[src/verilog/dtc_pkg.sv]
// dtc_pkg: shared constants and types for the dual timer/counter
package dtc_pkg;
    // register port addresses (8-bit sfr-style space)
    localparam logic [7:0] ADDR_MODE = 8'h00;
    localparam logic [7:0] ADDR_CTRL = 8'h01;
    localparam logic [7:0] ADDR_LOW0 = 8'h02;
    localparam logic [7:0] ADDR_HIGH0 = 8'h03;
    localparam logic [7:0] ADDR_LOW1 = 8'h04;
    localparam logic [7:0] ADDR_HIGH1 = 8'h05;
    localparam logic [7:0] ADDR_OPT = 8'h06;
    // mode register fields, nibble per timer: timer 1 upper, timer 0 lower
    localparam int MODE_T1_BASE = 4;
    localparam int MODE_T0_BASE = 0;
    localparam int MODE_LO_BIT = 0;
    localparam int MODE_HI_BIT = 1;
    localparam int MODE_CT_BIT = 2;
    localparam int MODE_GATE_BIT = 3;
    // control register fields
    localparam int CTRL_RUN0_BIT = 4;
    localparam int CTRL_OVF0_BIT = 5;
    localparam int CTRL_RUN1_BIT = 6;
    localparam int CTRL_OVF1_BIT = 7;
    // option register fields
    localparam int OPT_TOG0_BIT = 0;
    localparam int OPT_TOG1_BIT = 1;
    localparam int OPT_HALVE_BIT = 2;
    // reset values
    localparam logic [7:0] MODE_RST = 8'h00;
    localparam logic [7:0] CTRL_RST = 8'h00;
    localparam logic [7:0] OPT_RST = 8'h00;
    localparam logic [7:0] COUNT_RST = 8'h00;
    // machine cycle length in cpu clocks
    localparam int MC_CLOCKS = 6;
    localparam int MC_CLOCKS_COMPAT = 12;
    localparam int MC_CNT_W = 4;
    localparam logic [MC_CNT_W-1:0] MC_LAST = 4'(MC_CLOCKS - 1);
    localparam logic [MC_CNT_W-1:0] MC_LAST_COMPAT = 4'(MC_CLOCKS_COMPAT - 1);
    localparam logic [4:0] MODE0_LOW_MAX = 5'h1f;

    typedef enum logic [1:0] {
        DTC_MODE_13 = 2'b00,
        DTC_MODE_16 = 2'b01,
        DTC_MODE_RELOAD = 2'b10,
        DTC_MODE_SPLIT = 2'b11
    } dtc_mode_t;

    // per-timer control as decoded from the mode nibble
    typedef struct packed {
        logic gate;
        logic counter;
        dtc_mode_t mode;
    } dtc_tcfg_t;

    // software write into a timer's count bytes
    typedef struct packed {
        logic low_we;
        logic high_we;
        logic [7:0] data;
    } dtc_wr_t;
endpackage

[src/verilog/dtc_unit.sv]
// dtc_unit: one timer/counter core with low and high count bytes
`timescale 1ns/1ns
module dtc_unit (
    // clock and reset
    input wire logic core_clk_i,
    input wire logic resetn_i,
    input wire logic clk_en_i,
    // configuration
    input wire dtc_pkg::dtc_tcfg_t cfg_i,
    input wire logic split_i,
    input wire logic low_en_i,
    input wire logic high_en_i,
    input wire dtc_pkg::dtc_wr_t wr_i,
    // state
    output logic [7:0] low_o,
    output logic [7:0] high_o,
    output logic low_ovf_o,
    output logic high_ovf_o
);
    logic [7:0] low_q;
    logic [7:0] low_d;
    logic [7:0] high_q;
    logic [7:0] high_d;
    wire logic [8:0] low_inc = {1'b0, low_q} + 9'h001;
    wire logic [8:0] high_inc = {1'b0, high_q} + 9'h001;
    wire logic low5_wrap = (low_q[4:0] == dtc_pkg::MODE0_LOW_MAX);
    wire logic is13 = (cfg_i.mode == dtc_pkg::DTC_MODE_13);
    wire logic is16 = (cfg_i.mode == dtc_pkg::DTC_MODE_16);
    wire logic isrl = (cfg_i.mode == dtc_pkg::DTC_MODE_RELOAD);
    // carry from low into high in the cascaded modes
    wire logic carry = low_en_i && ((is13 && low5_wrap) || (is16 && low_inc[8]));
    wire logic high_step = split_i ? high_en_i : carry;

    always_comb
    begin
        low_d = low_q;
        high_d = high_q;
        low_ovf_o = 1'b0;
        high_ovf_o = 1'b0;
        if (low_en_i)
        begin
            if (is13)
            begin
                // upper three low bits are left as they are
                low_d = {low_q[7:5], low_inc[4:0]};
            end
            else if (isrl && low_inc[8])
            begin
                low_d = high_q;
            end
            else
            begin
                low_d = low_inc[7:0];
            end
        end
        if (high_step)
        begin
            high_d = high_inc[7:0];
        end
        if (split_i)
        begin
            low_ovf_o = low_en_i && low_inc[8];
            high_ovf_o = high_en_i && high_inc[8];
        end
        else if (isrl)
        begin
            low_ovf_o = low_en_i && low_inc[8];
        end
        else
        begin
            low_ovf_o = carry && high_inc[8];
        end
        // software write beats a same-cycle increment
        if (wr_i.low_we)
        begin
            low_d = wr_i.data;
        end
        if (wr_i.high_we)
        begin
            high_d = wr_i.data;
        end
    end

    always_ff @(posedge core_clk_i)
    begin
        if (!resetn_i)
        begin
            low_q <= dtc_pkg::COUNT_RST;
            high_q <= dtc_pkg::COUNT_RST;
        end
        else if (clk_en_i)
        begin
            low_q <= low_d;
            high_q <= high_d;
        end
    end

    assign low_o = low_q;
    assign high_o = high_q;
endmodule

[src/verilog/dtc_top.sv]
// dtc_top: two timer/counters with mode, control and option registers
// Functional notes
// timer function counts once per machine cycle, one sixth of cpu clock
// counter function samples pin each machine cycle, counts on high-then-low
// counted edge shows in register the machine cycle after detection
// pin source holds each level at least one machine cycle
// per timer, counter-select bit and two-bit mode field
// mode 0 is 13 bits: high byte plus low five bits of low byte
// wrap from all ones to zero sets the timer overflow flag
// count only when run bit set and gate clear or irq pin high
// setting the run bit leaves count bytes unchanged
// gate bits at mode register bit 7 for timer one, bit 3 timer zero
// mode 1 uses all sixteen bits of both count bytes
// mode 2 low byte counts, reloads from high byte on overflow
// timer one in mode 3 stops as if its run bit were clear
// timer zero mode 3 low byte uses timer zero controls and flag
// timer zero mode 3 high byte counts cycles, uses timer one run and flag
// with timer zero in mode 3, timer one runs without setting any flag
// toggle enable makes each overflow invert the timer count pin; timer one and mode 3 high byte overflows in one cycle invert it once
// toggle output drives high until the first overflow
// machine cycle is six clocks, twelve with compatibility halving
// software byte writes override a same-cycle increment
// overflow flag stays set until software clear or interrupt acknowledge
// in mode 3 timer zero high byte overflow toggles timer one pin
`timescale 1ns/1ns
module dtc_top (
    // clock and reset
    input wire logic core_clk_i,
    input wire logic resetn_i,
    input wire logic clk_en_i,
    // register port
    input wire logic [7:0] reg_addr_i,
    input wire logic [7:0] reg_wdata_i,
    input wire logic reg_we_i,
    input wire logic reg_re_i,
    output logic [7:0] reg_rdata_o,
    // interrupt controller
    input wire logic irq_ack_zero_i,
    input wire logic irq_ack_one_i,
    output logic overflow_flag_zero_o,
    output logic overflow_flag_one_o,
    // external pins
    input wire logic external_irq_pin_zero_i,
    input wire logic external_irq_pin_one_i,
    input wire logic count_pin_zero_i,
    input wire logic count_pin_one_i,
    output logic count_pin_zero_o,
    output logic count_pin_zero_oe_o,
    output logic count_pin_one_o,
    output logic count_pin_one_oe_o,
    // baud tick for a serial port
    output logic baud_tick_o
);
    logic [7:0] timer_mode_reg_q;
    logic [7:0] timer_control_reg_q;
    logic [7:0] timer_control_reg_d;
    logic [7:0] port_two_mode_reg_q;
    localparam int MC_W = dtc_pkg::MC_CNT_W;
    logic [MC_W-1:0] mc_cnt_q;
    logic [3:0] sync1_q;
    logic [3:0] sync2_q;
    logic [1:0] samp_q;
    logic [1:0] edge_q;
    logic [1:0] tog_q;
    logic [7:0] rdata_q;
    logic [7:0] low0;
    logic [7:0] high0;
    logic [7:0] low1;
    logic [7:0] high1;
    logic ovf0_lo;
    logic ovf0_hi;
    logic ovf1_lo;

    // synchronised pins: 0 count0, 1 count1, 2 irq0, 3 irq1
    wire logic [3:0] pins_raw = {external_irq_pin_one_i, external_irq_pin_zero_i,
        count_pin_one_i, count_pin_zero_i};

    // machine cycle strobe
    wire logic halve = port_two_mode_reg_q[dtc_pkg::OPT_HALVE_BIT];
    wire logic [MC_W-1:0] mc_last = halve ? dtc_pkg::MC_LAST_COMPAT : dtc_pkg::MC_LAST;
    // at or above: dropping the halve option mid-cycle must not run the counter to wrap
    wire logic mc_tick = (mc_cnt_q >= mc_last);

    // per-timer configuration fields
    wire dtc_pkg::dtc_tcfg_t cfg0 = timer_mode_reg_q[dtc_pkg::MODE_T0_BASE +: 4];
    wire dtc_pkg::dtc_tcfg_t cfg1 = timer_mode_reg_q[dtc_pkg::MODE_T1_BASE +: 4];
    wire logic run0 = timer_control_reg_q[dtc_pkg::CTRL_RUN0_BIT];
    wire logic run1 = timer_control_reg_q[dtc_pkg::CTRL_RUN1_BIT];
    wire logic split = (cfg0.mode == dtc_pkg::DTC_MODE_SPLIT);
    wire logic t1_m3 = (cfg1.mode == dtc_pkg::DTC_MODE_SPLIT);

    // count enables: gate qualifies the run bit
    wire logic qual0 = run0 && (!cfg0.gate || sync2_q[2]);
    wire logic qual1 = run1 && (!cfg1.gate || sync2_q[3]);
    wire logic step0 = cfg0.counter ? edge_q[0] : mc_tick;
    wire logic step1 = cfg1.counter ? edge_q[1] : mc_tick;
    wire logic en0_lo = qual0 && step0;
    // timer one ignores its run bit while timer zero borrows it
    wire logic en1_lo = !t1_m3 && (split || qual1) && step1;
    wire logic en0_hi = split && run1 && mc_tick;

    // overflow events per timer
    wire logic ev0 = ovf0_lo;
    wire logic ev1_flag = split ? ovf0_hi : ovf1_lo;
    wire logic ev1_tog = ovf1_lo || (split && ovf0_hi);
    wire logic [1:0] tog_en = {port_two_mode_reg_q[dtc_pkg::OPT_TOG1_BIT],
        port_two_mode_reg_q[dtc_pkg::OPT_TOG0_BIT]};
    wire logic [1:0] tog_ev = {ev1_tog, ev0};

    // register decode
    wire logic wr_mode = reg_we_i && (reg_addr_i == dtc_pkg::ADDR_MODE);
    wire logic wr_ctrl = reg_we_i && (reg_addr_i == dtc_pkg::ADDR_CTRL);
    wire logic wr_opt = reg_we_i && (reg_addr_i == dtc_pkg::ADDR_OPT);
    wire dtc_pkg::dtc_wr_t wr0 = '{low_we: reg_we_i && (reg_addr_i == dtc_pkg::ADDR_LOW0),
        high_we: reg_we_i && (reg_addr_i == dtc_pkg::ADDR_HIGH0), data: reg_wdata_i};
    wire dtc_pkg::dtc_wr_t wr1 = '{low_we: reg_we_i && (reg_addr_i == dtc_pkg::ADDR_LOW1),
        high_we: reg_we_i && (reg_addr_i == dtc_pkg::ADDR_HIGH1), data: reg_wdata_i};
    wire logic [7:0] rmux =
        (reg_addr_i == dtc_pkg::ADDR_MODE) ? timer_mode_reg_q :
        (reg_addr_i == dtc_pkg::ADDR_CTRL) ? timer_control_reg_q :
        (reg_addr_i == dtc_pkg::ADDR_LOW0) ? low0 :
        (reg_addr_i == dtc_pkg::ADDR_HIGH0) ? high0 :
        (reg_addr_i == dtc_pkg::ADDR_LOW1) ? low1 :
        (reg_addr_i == dtc_pkg::ADDR_HIGH1) ? high1 :
        (reg_addr_i == dtc_pkg::ADDR_OPT) ? port_two_mode_reg_q : 8'h00;

    // flags: hardware set wins over software clear or acknowledge
    always_comb
    begin
        timer_control_reg_d = timer_control_reg_q;
        if (wr_ctrl)
        begin
            // writing the run bit touches no count byte
            timer_control_reg_d = reg_wdata_i;
        end
        if (irq_ack_zero_i)
        begin
            timer_control_reg_d[dtc_pkg::CTRL_OVF0_BIT] = 1'b0;
        end
        if (irq_ack_one_i)
        begin
            timer_control_reg_d[dtc_pkg::CTRL_OVF1_BIT] = 1'b0;
        end
        if (ev0)
        begin
            timer_control_reg_d[dtc_pkg::CTRL_OVF0_BIT] = 1'b1;
        end
        if (ev1_flag)
        begin
            timer_control_reg_d[dtc_pkg::CTRL_OVF1_BIT] = 1'b1;
        end
    end

    dtc_unit u_timer0 (
        .core_clk_i(core_clk_i),
        .resetn_i(resetn_i),
        .clk_en_i(clk_en_i),
        .cfg_i(cfg0),
        .split_i(split),
        .low_en_i(en0_lo),
        .high_en_i(en0_hi),
        .wr_i(wr0),
        .low_o(low0),
        .high_o(high0),
        .low_ovf_o(ovf0_lo),
        .high_ovf_o(ovf0_hi)
    );

    // timer one never splits; its mode 3 is simply stopped
    dtc_unit u_timer1 (
        .core_clk_i(core_clk_i),
        .resetn_i(resetn_i),
        .clk_en_i(clk_en_i),
        .cfg_i(cfg1),
        .split_i(1'b0),
        .low_en_i(en1_lo),
        .high_en_i(1'b0),
        .wr_i(wr1),
        .low_o(low1),
        .high_o(high1),
        .low_ovf_o(ovf1_lo),
        .high_ovf_o()
    );

    always_ff @(posedge core_clk_i)
    begin
        if (!resetn_i)
        begin
            timer_mode_reg_q <= dtc_pkg::MODE_RST;
            timer_control_reg_q <= dtc_pkg::CTRL_RST;
            port_two_mode_reg_q <= dtc_pkg::OPT_RST;
            mc_cnt_q <= '0;
            rdata_q <= 8'h00;
        end
        else if (clk_en_i)
        begin
            if (wr_mode)
            begin
                timer_mode_reg_q <= reg_wdata_i;
            end
            if (wr_opt)
            begin
                port_two_mode_reg_q <= reg_wdata_i;
            end
            timer_control_reg_q <= timer_control_reg_d;
            mc_cnt_q <= mc_tick ? '0 : mc_cnt_q + 1'b1;
            if (reg_re_i)
            begin
                rdata_q <= rmux;
            end
        end
    end

    // two-flop synchronisers; only the second stage feeds logic
    always_ff @(posedge core_clk_i)
    begin
        if (!resetn_i)
        begin
            sync1_q <= 4'h0;
            sync2_q <= 4'h0;
        end
        else if (clk_en_i)
        begin
            sync1_q <= pins_raw;
            sync2_q <= sync1_q;
        end
    end

    // per-timer pin sampling and toggle output
    genvar g;
    generate
        for (g = 0; g < 2; g++)
        begin : g_pin
            always_ff @(posedge core_clk_i)
            begin
                if (!resetn_i)
                begin
                    samp_q[g] <= 1'b0;
                    edge_q[g] <= 1'b0;
                    tog_q[g] <= 1'b1;
                end
                else if (clk_en_i)
                begin
                    // edge found at a tick, counted on the clock right after that tick
                    if (mc_tick)
                    begin
                        samp_q[g] <= sync2_q[g];
                        edge_q[g] <= samp_q[g] && !sync2_q[g];
                    end
                    else
                    begin
                        edge_q[g] <= 1'b0;
                    end
                    if (!tog_en[g])
                    begin
                        tog_q[g] <= 1'b1;
                    end
                    else if (tog_ev[g])
                    begin
                        tog_q[g] <= !tog_q[g];
                    end
                end
            end
        end
    endgenerate

    assign reg_rdata_o = rdata_q;
    assign overflow_flag_zero_o = timer_control_reg_q[dtc_pkg::CTRL_OVF0_BIT];
    assign overflow_flag_one_o = timer_control_reg_q[dtc_pkg::CTRL_OVF1_BIT];
    assign count_pin_zero_o = tog_q[0];
    assign count_pin_one_o = tog_q[1];
    assign count_pin_zero_oe_o = tog_en[0];
    assign count_pin_one_oe_o = tog_en[1];
    // timer one overflow still serves baud generation when it sets no flag
    assign baud_tick_o = ovf1_lo;
endmodule

[config.mk]
export PLATFORM = sky130hd
export DESIGN_NAME = dtc_top
export DESIGN_NICKNAME = d
export VERILOG_FILES = /design/src/verilog/dtc_pkg.sv /design/src/verilog/dtc_unit.sv /design/src/verilog/dtc_top.sv
export SDC_FILE = /design/constraint.sdc
export NUM_CORES = 1
export LEC_CHECK = 0
export BUFFER_PORTS_ARGS = -buffer_cell sky130_fd_sc_hd__buf_2
export CORE_AREA = 2 2 115 117
export DETAILED_ROUTE_END_ITERATION = 6
export DIE_AREA = 0 0 117 119
export PLACE_DENSITY = 0.54
export SYNTH_ARGS = -nofsm -noshare
export SYNTH_HDL_FRONTEND = slang
export SYNTH_SLANG_ARGS = --single-unit
export TNS_END_PERCENT = 50
[constraint.sdc]
create_clock -name core_clk_i -period 3.3 [get_ports core_clk_i]
set_input_delay 0.33 -clock core_clk_i [delete_from_list [all_inputs] [get_ports core_clk_i]]
set_output_delay 0.33 -clock core_clk_i [all_outputs]
set_load 0.02 [all_outputs]
==> flow_metrics.py <==
metrics = {
    "floorplanning": {
        "rows": 42,
        "io_pins": 42,
        "dieArea_um2": 13900,
        "start_util_pct": 39.7,
        "die_x_um": 117,
        "core_area_um2": 12900,
        "die_h_um": 119,
    },
    "placed_design": {
        "place_congestion": 0.936,
        "port_buffers": 41,
        "dp_hpwl_mm": 11.7,
        "dp_slack_ns": 0.562,
    },
    "sta": {
        "tightest_slew_ns": 0.812,
        "post-route-period-util_pct": 94.1,
        "fin_skew_ns": 0.00918,
        "finalSetupTns_ns": 0,
        "setup_slack_ns": 0.195,
        "rsz0062_at_grt": "false",
        "hold_viol_final": 0,
        "max_freq_mhz": 322,
        "setup_viol": 0,
        "slew_viol_final": 0,
        "layout_min_cycle_time_ns": 3.10,
        "slew_headroom_pct": 45.6,
    },
    "clocking": {
        "cts_max_level": 3,
        "cts_tree": "yes",
        "numCtsBuffers": 9,
        "cts_resized": 0,
        "clock_path_buffers": 2,
        "worstSkewPairLatency_ns": 0.35,
        "hold_buffers": 0,
        "cts_sinks": 82,
        "postCtsSetupRepairBufs": 0,
        "clkSlewWorstSetupHoldPaths_ns": 0.07,
        "root_buffer": "clkbuf_16",
    },
    "route": {
        "drc": 0,
        "first_iter_violations": 482,
        "vias_per_cell": 5.90,
        "drt-total-wl_mm": 16.5,
        "dr.pass1.iters": 5,
        "drtAntennaViolNets": 0,
        "wl_per_cell_um": 19.4,
        "vias": 4994,
    },
    "power": {
        "clkPwrFrac_pct": 47.7,
        "power_density_nw_per_um2": 393,
        "vdd_drop_max_mv": 0.279,
        "p_sw_mw": 0.596,
        "swShare_pct": 26.3,
        "combPwrFrac_pct": 7.5,
        "internal-power_mw": 1.67,
        "pwr-share-seq_pct": 44.7,
        "leakage_nw": 2.20,
    },
    "yosys": {
        "synth-seq-cells": 82,
        "ys_types": 66,
        "synth.avg_cell_area_um2": 7.98,
        "synth_ff_type": "dfxtp_1",
        "syn-num-nets": 678,
        "synthArstFlopShare_pct": 0,
        "synth.cell_area_um2": 5110,
        "yosysTopAreaCell": "dfxtp_1",
        "synth-seq-area-share_pct": 32.1,
        "synth.area.top_cells": "dfxtp_1 32%, mux2i_1 8.0%, nor2b_1 5.1%",
        "yosysTopAreaCellShare_pct": 32.1,
        "synthCells": 641,
        "synth_edf_count": 0,
        "yosysWarningCount": 0,
    },
    "hold_path": {
        "hold_class": "in2reg",
    },
    "finish": {
        "n_antenna_cell": 0,
        "multi_input_area_um2": 3220,
        "nNetsFinal": 702,
        "seqCellArea_um2": 1640,
        "fill_cells": 1302,
        "syn_to_final_growth_pct": 12.6,
        "drive_gt1_share_pct": 13.3,
    },
    "critical_path": {
        "cp-end-kind": "output pin",
        "cp_max_fo": 8,
        "cpPeakStageDelay_ns": 0.69,
        "worst-setup-path-type": "reg2out",
        "path_cells": "inv_1 -> ha_1 -> a211o_1 -> a21o_1 -> o211ai_1 -> nor2_1 -> buf_2",
        "critical_path_arrival_ns": 2.77,
        "crit_path_top_delay_cell": "o211ai_1",
        "crit_buf_inv": 2,
        "cpLargestDelayFamily": "compound AO/OA/AOI/OAI gates",
        "worst_ep_required_time_ns": 2.97,
        "start_kind": "register",
    },
    "global_route": {
        "grt_antenna_before_repair": 0,
        "grt_use_total_pct": 24.3,
        "grt_max_degree": 47,
        "grt_pass1_vias": 4559,
        "grt-ovfl-total": 0,
        "grt_pass1_wl_mm": 25.6,
    },
    "run": {
        "drv_cap": 0,
    },
    "outcome": {
        "status": "complete, no violations",
    },
}
[registers in the layout, indices dropped and copies added, names as in the netlist]
| register | count |
|---|---|
| samp_q | 2 |
| reg_rdata_o | 8 |
| u_timer1.low_o | 8 |
| u_timer1.high_o | 8 |
| count_pin_one_o | 1 |
| mc_cnt_q | 4 |
| timer_control_reg_q | 8 |
| u_timer0.high_o | 8 |
| timer_mode_reg_q | 8 |
| u_timer0.low_o | 8 |
| sync1_q | 4 |
| count_pin_zero_o | 1 |
| sync2_q | 4 |
| edge_q | 2 |
| port_two_mode_reg_q | 8 |
[worst min-delay path, cell delays in order]
cell and delay (ns):
buf_2 0.08, mux2i_1 0.05, nor2b_1 0.09
[layout by cell type (no fill, tap or decap), types with 3 or more instances in the layout]
cell type / netlist / layout
clkbuf_16: 0 / 9
nor2b_1: 42 / 42
o31ai_1: 8 / 8
or2_2: 3 / 3
nand4_1: 5 / 5
a21boi_0: 13 / 13
buf_2: 0 / 41
nor4_1: 5 / 4
nand2_1: 60 / 60
buf_4: 1 / 12
nand2b_1: 4 / 4
nor2_1: 38 / 38
nor3_1: 20 / 20
o221ai_1: 7 / 7
and2_1: 4 / 4
xnor2_1: 5 / 5
a211oi_1: 5 / 5
inv_6: 0 / 3
and4_1: 3 / 3
dfxtp_1: 82 / 82
o211ai_1: 8 / 8
o21ai_0: 45 / 45
mux2i_1: 41 / 41
o211a_1: 5 / 5
ha_1: 10 / 10
nand3_1: 33 / 33
o22ai_1: 3 / 3
o21a_1: 3 / 3
xor2_1: 3 / 3
a21oi_1: 40 / 40
and3_1: 20 / 20
o311ai_0: 3 / 3
a221oi_1: 4 / 4
a31oi_1: 8 / 8
nor3b_1: 3 / 3
mux2_2: 9 / 9
inv_1: 18 / 18
a22oi_1: 7 / 7
[routing by layer]
metal / vias up / global-route usage, % / wire length, µm
met3: 39 / 4.17 / 1050
met1: 2357 / 32.6 / 7200
met5: - / 0 / 0
met4: 0 / 9.19 / 448
met2: 187 / 38.7 / 7760
li1: 2411 / - / -
[Yosys cell counts, drive strengths merged (3+ instances only)]
cell    number
nand2b       4
a22oi        7
buf         11
clkbuf      29
nor4         6
o31ai        8
xor2         3
o221ai       7
or2          4
dfxtp       82
or3          3
nand3       33
inv         18
o22ai        3
and3        20
mux2i       41
nand2       60
nor2        38
nor3b        3
a21boi      13
a31oi        8
and4         3
o21a         3
nand4        5
o211ai       8
nor3        21
a221oi       4
ha          10
a21oi       40
o311ai       3
and2         4
mux2         9
o211a        5
a211oi       5
xnor2        5
o21ai       46
nor2b       42
[path summary, 6_finish.rpt]
check	depth (start not counted)	slack, ns	to	startpoint
hold / removal	3	0.24	sync1_q[3]	external_irq_pin_one_i
hold reg to reg	2	0.47	samp_q[1]	samp_q[1]
setup reg to reg	9	0.50	u_timer1.high_o[5]	port_two_mode_reg_q[2]
setup / recovery	7	0.20	baud_tick_o	port_two_mode_reg_q[2]
[power groups by stage]
stage	Sequential (mW)	Combinational [mW]	Clock (mW)
floorplan	1.04	0.0981	0
global placement	1.03	0.167	0
detailed placement	1.03	0.169	0
CTS	1.01	0.170	1.10
global route	1.01	0.184	1.15
finish	1.01	0.170	1.08
[final cells by class]
| class | count | share of cell area [%] |
|---|---|---|
| multi-input cells | 501 | 55.9 |
| clock inverters | 7 | 1.61 |
| repair buffers | 53 | 5.13 |
| flip-flops and latches | 82 | 28.5 |
| well taps | 176 | 3.82 |
| inverters | 18 | 1.17 |
| clock buffers | 9 | 3.91 |
[cells by family (layout without fill, tap and decap cells)]
family | Yosys count | after routing | synth area share, %
AOI/OAI and AO/OA | 181 | 181 | 23.3
DFF | 82 | 82 | 32.1
adders and majority gates | 10 | 10 | 2.45
xor gates and xnor gates | 8 | 8 | 1.37
muxes | 50 | 50 | 10.0
and+or+nand+nor | 252 | 252 | 25.7
buffers and inverters | 58 | 87 | 5.11
[stage by stage]
step | total power [mW] | cell area, µm² | hold slack (ns) | utilization (%) | cells
after global routing | 2.35 | 5760 | 0.259 | 44.7 | 846
final | 2.26 | 5760 | 0.236 | 44.7 | 846
after global placement | 1.20 | 5440 | 0.454 | 42.3 | 830
after floorplan | 1.13 | 5110 | 0.443 | - | 641
after detailed placement | 1.20 | 5440 | 0.461 | 42.3 | 830
after CTS | 2.28 | 5760 | 0.228 | 44.7 | 846
Power figures use the tool's default switching activity.
